$ cat src/rtl/mii_port_pkg.sv
package mii_port_pkg;

  // ---------------------------------------------------------------
  // widths and reset values
  // ---------------------------------------------------------------
  localparam int NIBBLE_W = 4;
  localparam logic [3:0] NIBBLE_RST = 4'h0;
  // mdc divider: half period in system cycles (mdc = 25 MHz / 16)
  localparam int MDC_HALF_CYCLES = 8;
  // strap waits this many cycles after reset release, then is caught one cycle later
  localparam int STRAP_DELAY_CYCLES = 2;

  // ---------------------------------------------------------------
  // carriers
  // ---------------------------------------------------------------
  typedef struct packed {
    logic                en;
    logic [NIBBLE_W-1:0] data;
  } tx_nibble_type;

  typedef struct packed {
    logic                dv;
    logic                er;
    logic [NIBBLE_W-1:0] data;
  } rx_nibble_type;

  typedef struct packed {
    logic col;
    logic crs;
  } line_state_type;

  typedef enum logic [1:0] {
    STRAP_WAIT,
    STRAP_TAKE,
    STRAP_DONE
  } strap_state_type;

endpackage

$ cat src/rtl/external_mii_port_select.sv
// Notes on behaviour
// - txd driven, held zero for internal phy
// - tx_en only with valid nibble, else zero
// - select one: mdio active, mdc toggles
// - select zero: mdio released, mdc low
// - mdio strap captured as outside_phy_strap
module external_mii_port_select
  import mii_port_pkg::*;
(
  input  wire logic                        clock,
  input  wire logic                        rst,
  input  wire logic                        internal_phy_select,
  input  wire logic                        mgmt_port_select,
  input  wire mii_port_pkg::tx_nibble_type tx_in,
  input  wire logic                        mdio_out_in,
  input  wire logic                        mdio_drive_in,
  input  wire logic                        tx_clk,
  input  wire logic                        rx_clk,
  input  wire mii_port_pkg::rx_nibble_type rx_pin,
  input  wire mii_port_pkg::line_state_type line_pin,
  input  wire logic                        mdio_i,
  output logic [NIBBLE_W-1:0]              txd,
  output logic                             tx_en,
  output logic                             tx_taken,
  output mii_port_pkg::rx_nibble_type      rx_out,
  output logic                             rx_valid,
  output mii_port_pkg::line_state_type     line_out,
  output logic                             mdc,
  output logic                             mdio_o,
  output logic                             mdio_oe_n,
  output logic                             mdio_in_out,
  output logic                             outside_phy_strap
);
  import mii_port_pkg::*;

  // ---------------------------------------------------------------
  // input synchronisers
  // ---------------------------------------------------------------
  logic [2:0] txc_sync_reg, txc_sync_next;
  logic [2:0] rxc_sync_reg, rxc_sync_next;
  rx_nibble_type rx_s1_reg, rx_s2_reg;
  line_state_type line_s1_reg, line_s2_reg;
  logic [1:0] mdio_sync_reg;

  // first stage read only by second stage
  always_comb begin
    txc_sync_next = {txc_sync_reg[1:0], tx_clk};
    rxc_sync_next = {rxc_sync_reg[1:0], rx_clk};
  end

  always_ff @(posedge clock) begin
    if (rst) begin
      txc_sync_reg  <= 3'h0;
      rxc_sync_reg  <= 3'h0;
      rx_s1_reg     <= '0;
      rx_s2_reg     <= '0;
      line_s1_reg   <= '0;
      line_s2_reg   <= '0;
      mdio_sync_reg <= 2'h0;
    end else begin
      txc_sync_reg  <= txc_sync_next;
      rxc_sync_reg  <= rxc_sync_next;
      rx_s1_reg     <= rx_pin;
      rx_s2_reg     <= rx_s1_reg;
      line_s1_reg   <= line_pin;
      line_s2_reg   <= line_s1_reg;
      mdio_sync_reg <= {mdio_sync_reg[0], mdio_i};
    end
  end

  logic tx_fall, rx_rise;
  // edges found from stages two and three only
  assign tx_fall = txc_sync_reg[2] & ~txc_sync_reg[1];
  assign rx_rise = ~rxc_sync_reg[2] & rxc_sync_reg[1];

  // ---------------------------------------------------------------
  // transmit path
  // ---------------------------------------------------------------
  logic [NIBBLE_W-1:0] txd_reg, txd_next;
  logic tx_en_reg, tx_en_next, tx_taken_reg, tx_taken_next;

  // nibble changes on tx_clk fall so phy samples on rise
  always_comb begin
    txd_next      = txd_reg;
    tx_en_next    = tx_en_reg;
    tx_taken_next = 1'b0;
    if (internal_phy_select) begin
      txd_next   = NIBBLE_RST;
      tx_en_next = 1'b0;
    end else if (tx_fall) begin
      tx_en_next    = tx_in.en;
      txd_next      = tx_in.en ? tx_in.data : NIBBLE_RST;
      tx_taken_next = 1'b1;
    end
  end

  always_ff @(posedge clock) begin
    if (rst) begin
      txd_reg      <= NIBBLE_RST;
      tx_en_reg    <= 1'b0;
      tx_taken_reg <= 1'b0;
    end else begin
      txd_reg      <= txd_next;
      tx_en_reg    <= tx_en_next;
      tx_taken_reg <= tx_taken_next;
    end
  end

  assign txd      = txd_reg;
  assign tx_en    = tx_en_reg;
  assign tx_taken = tx_taken_reg;

  // ---------------------------------------------------------------
  // receive path
  // ---------------------------------------------------------------
  rx_nibble_type rx_out_reg, rx_out_next;
  logic rx_valid_reg, rx_valid_next;
  line_state_type line_reg;

  // nibble taken on every rx_clk rise, rx_valid set only with rx_dv
  always_comb begin
    rx_out_next   = rx_out_reg;
    rx_valid_next = 1'b0;
    if (rx_rise) begin
      rx_out_next   = rx_s2_reg;
      rx_valid_next = rx_s2_reg.dv;
    end
  end

  always_ff @(posedge clock) begin
    if (rst) begin
      rx_out_reg   <= '0;
      rx_valid_reg <= 1'b0;
      line_reg     <= '0;
    end else begin
      rx_out_reg   <= rx_out_next;
      rx_valid_reg <= rx_valid_next;
      line_reg     <= line_s2_reg;
    end
  end

  assign rx_out   = rx_out_reg;
  assign rx_valid = rx_valid_reg;
  assign line_out = line_reg;

  // ---------------------------------------------------------------
  // management port
  // ---------------------------------------------------------------
  logic [3:0] mdc_cnt_reg, mdc_cnt_next;
  logic mdc_reg, mdc_next, mdio_o_reg, mdio_o_next;
  logic mdio_oe_n_reg, mdio_oe_n_next, mdio_in_reg;

  // divider runs only while the port is selected
  always_comb begin
    mdc_cnt_next   = 4'h0;
    mdc_next       = 1'b0;
    mdio_o_next    = 1'b0;
    mdio_oe_n_next = 1'b1;
    if (mgmt_port_select) begin
      mdio_o_next    = mdio_out_in;
      mdio_oe_n_next = ~mdio_drive_in;
      mdc_next       = mdc_reg;
      mdc_cnt_next   = mdc_cnt_reg + 4'h1;
      if (mdc_cnt_reg == 4'(MDC_HALF_CYCLES - 1)) begin
        mdc_cnt_next = 4'h0;
        mdc_next     = ~mdc_reg;
      end
    end
  end

  always_ff @(posedge clock) begin
    if (rst) begin
      mdc_cnt_reg   <= 4'h0;
      mdc_reg       <= 1'b0;
      mdio_o_reg    <= 1'b0;
      mdio_oe_n_reg <= 1'b1;
      mdio_in_reg   <= 1'b0;
    end else begin
      mdc_cnt_reg   <= mdc_cnt_next;
      mdc_reg       <= mdc_next;
      mdio_o_reg    <= mdio_o_next;
      mdio_oe_n_reg <= mdio_oe_n_next;
      mdio_in_reg   <= mdio_sync_reg[1];
    end
  end

  assign mdc         = mdc_reg;
  assign mdio_o      = mdio_o_reg;
  assign mdio_oe_n   = mdio_oe_n_reg;
  assign mdio_in_out = mdio_in_reg;

  // ---------------------------------------------------------------
  // strap capture
  // ---------------------------------------------------------------
  strap_state_type strap_state_reg, strap_state_next;
  logic [1:0] strap_cnt_reg, strap_cnt_next;
  logic strap_reg, strap_next;

  // mdio level caught once, shortly after reset release
  always_comb begin
    strap_state_next = strap_state_reg;
    strap_cnt_next   = strap_cnt_reg;
    strap_next       = strap_reg;
    unique case (strap_state_reg)
      STRAP_WAIT: begin
        strap_cnt_next = strap_cnt_reg + 2'h1;
        if (strap_cnt_reg == 2'(STRAP_DELAY_CYCLES - 1)) begin
          strap_state_next = STRAP_TAKE;
        end
      end
      STRAP_TAKE: begin
        strap_next       = mdio_sync_reg[1];
        strap_state_next = STRAP_DONE;
      end
      STRAP_DONE: begin
        strap_state_next = STRAP_DONE;
      end
      default: begin
        strap_state_next = STRAP_DONE;
      end
    endcase
  end

  always_ff @(posedge clock) begin
    if (rst) begin
      strap_state_reg <= STRAP_WAIT;
      strap_cnt_reg   <= 2'h0;
      strap_reg       <= 1'b0;
    end else begin
      strap_state_reg <= strap_state_next;
      strap_cnt_reg   <= strap_cnt_next;
      strap_reg       <= strap_next;
    end
  end

  assign outside_phy_strap = strap_reg;
endmodule

$ cat config.mk
export PLATFORM = sky130hd
export DESIGN_NAME = external_mii_port_select
export DESIGN_NICKNAME = d
export VERILOG_FILES = /design/src/rtl/mii_port_pkg.sv /design/src/rtl/external_mii_port_select.sv
export SDC_FILE = /design/constraint.sdc
export NUM_CORES = 1
export LEC_CHECK = 0
export BUFFER_PORTS_ARGS = -buffer_cell sky130_fd_sc_hd__buf_2
export CAP_MARGIN = 10
export CORE_MARGIN = 2
export CORE_UTILIZATION = 46
export DETAILED_ROUTE_END_ITERATION = 6
export PLACE_DENSITY_LB_ADDON = 0.3
export SLEW_MARGIN = 10
export SYNTH_ARGS = -nofsm -noshare
export SYNTH_HDL_FRONTEND = slang
export SYNTH_SLANG_ARGS = --single-unit
export TNS_END_PERCENT = 50
$ cat constraint.sdc
create_clock -name clock -period 0.98 [get_ports clock]
set_input_delay 0.196 -clock clock [delete_from_list [all_inputs] [get_ports clock]]
set_output_delay 0.196 -clock clock [all_outputs]
set_load 0.05 [all_outputs]
==> qor.csv <==
metric,value,unit
wl_met3,137,um
syn_area,1670,sq um
pin_count,42,
cts_buffers,5,
synth.net_count,170,
whs_endpoint,line_s1_reg[0],
synth_seq_cells,52,
wl_per_cell,11.7,um
path_clk_slew,0.15,ns
clockRootBuffer,clkbuf_4,
antenna_found_initial,0,
violations,negative setup slack,
dr_wl_met2,1450,um
yosys_warnings,0,
diodes,0,
die_w,64.2,um
synth_cells,146,
tightest_slew,0.509,ns
slowest_delay,0.39,ns
whs_path_depth,2,
cp.arrival,0.90,ns
final.setup.tns,-2.03,ns
comb_power_share,11.3,%
timing.final.ws_setup,-0.121,ns
fin_skew,0.0144,ns
clock.fmax,909,MHz
grt_max_degree,38,
min_from,line_pin[0],
timing.rr.start,rxc_sync_reg[1],
critPathKind,flop to primary output,
wl_met1,1240,um
yosysUniqueCellTypes,27,
cp_top_family,flip-flops,
rsz0062_at_grt,yes,
top_layer_used,met4,
synthArstFlopShare,0,%
grt_usage,15.8,%
crit_buf_inv,1,
period_needed,1.10,ns
switching_share,25.6,%
layout.nets,223,
dr_total_vias,1095,
die_area,4120,sq um
clock_power_share,26.3,%
synthFlopType,dfxtp_1,
crit_path_start_kind,flop,
r2r-end,rx_out[1],
avgViaCountPerCell,4.45,
num_rows,21,
r2r_cells,4,
fin_hold_ws,0.0171,ns
cp_slowest_cell,dfxtp_2,
vdd_drop_max,1.07,mV
gp_congestion,0.751,
leakagePower,0.941,nW
power_density,1630,nW/um^2
setup_viol,22,
status,"finished, violations left",
setup.worst_path.end_class,primary output,
layout.cells.most_common_list,"nor2b_1, dfxtp_1, dfxtp_2",
pre_cts_slack,-0.0584,ns
grt_pass1_vias,1118,
slew_viol_final,0,
dp_hpwl,1900,um
p_int,2.75,mW
drcViolationCount,0,
core,3420,sq um
crit_chain,buf_8,
routed_wl,2880,um
power_frac_seq,62.4,%
drt_pass1_iterations,2,
finalHoldViolCount,0,
cts_tree,done,
hold_path.class,primary input to flop,
cp.required,0.78,ns
drive_gt1_share,49.0,%
clkSinkCount,52,
drv_cap,0,
portBuffers,41,
area_growth,35.6,%
p_switching,946,uW
overflow,0,
antenna_left,0,
initial_core_util,48.8,%
yosysSeqAreaShare,62.4,%
insertion_delay,0.38,ns
drtIter0Drc,16,
slew_headroom,66.1,%
synth_enable_flop_cells,0,
fin_crit_sh,112,%
cp_max_fo,2,
die_h,64.2,um
r2r_slack,-0.04,ns
grt_pass1_wl,4930,um
synth_area_per_cell,11.4,sq um
htree_levels,2,
cts_max_path_buffers,2,
per-stage QoR:
stage	utilization [%]	std cells	power (mW)	instance area [sq um]
detailed placement	56.5	232	2.73	1930
CTS	64.7	243	3.71	2210
global route	66.2	246	3.89	2260
finish	66.2	246	3.69	2260
floorplan	-	146	2.61	1670
global placement	56.5	232	2.69	1930
cell usage after synthesis, drive strengths merged, types with 2 or more instances:
library cell	count	area, sq um
dfxtp	52	1040
nor2b	29	181
nand3	5	25.0
mux2i	7	70.1
xnor2	2	17.5
nand2	8	30.0
ha	2	25.0
nor2	15	61.3
a21oi	5	43.8
buf	6	51.3
nand2b	3	26.3
power by group through the flow:
stage / Combinational [mW] / Sequential, mW / Clock (mW)
finish: 0.418 / 2.30 / 0.969
global route: 0.466 / 2.32 / 1.10
CTS: 0.419 / 2.30 / 0.992
detailed placement: 0.394 / 2.34 / 0
global placement: 0.362 / 2.33 / 0
floorplan: 0.241 / 2.37 / 0
layout make-up:
cell class / count / area [sq um]
clock buffer: 5 / 37.5
timing repair buffer: 52 / 469
tap: 46 / 57.6
sequential: 52 / 1070
inverter: 1 / 3.75
multi-input combinational: 87 / 599
fill: 269 / 1150
clock inverter: 3 / 22.5
per-layer routing:
metal,up-vias,global-route usage (%)
li1,573,-
met1,493,17.7
met2,24,27.0
met3,5,5.99
met4,0,6.38
met5,-,0
logic make-up after synthesis:
kind of cell,count (synthesis),share of synthesized area (%)
AOI/OAI and AO/OA,7,3.60
xor gates and xnor gates,3,1.58
adders and majority gates,2,1.50
buffers and inverters,7,3.30
DFF,52,62.4
muxes,7,4.20
and+or+nand+nor,68,23.4
worst max path at each step:
| stage | from | endpoint | slack, ns | cells after the start |
|---|---|---|---|---|
| after floorplan | mdc_cnt_reg[0] | mdc_cnt_reg[1] | 0.002 | 3 |
| after global placement | rst | tx_taken | 0.003 | 3 |
| after detailed placement | mdc_cnt_reg[1] | mdc_cnt_reg[1] | -0.06 | 3 |
| after CTS | rx_out[0] | rx_out[0] | -0.12 | 1 |
| after global routing | rx_out[1] | rx_out[1] | -0.17 | 1 |
| final | rx_out[4] | rx_out[4] | -0.12 | 1 |
what timing repair did:
action / in CTS / in global routing
endpoints found under the setup margin: 30 / 33
pin swaps: 0 / 1
resized for setup: 73 / 9
hold buffers: 1 / 0
hold endpoints to repair: 1 / 0
setup buffers: 2 / 3
Note: power is estimated with default switching activity, not from simulation.
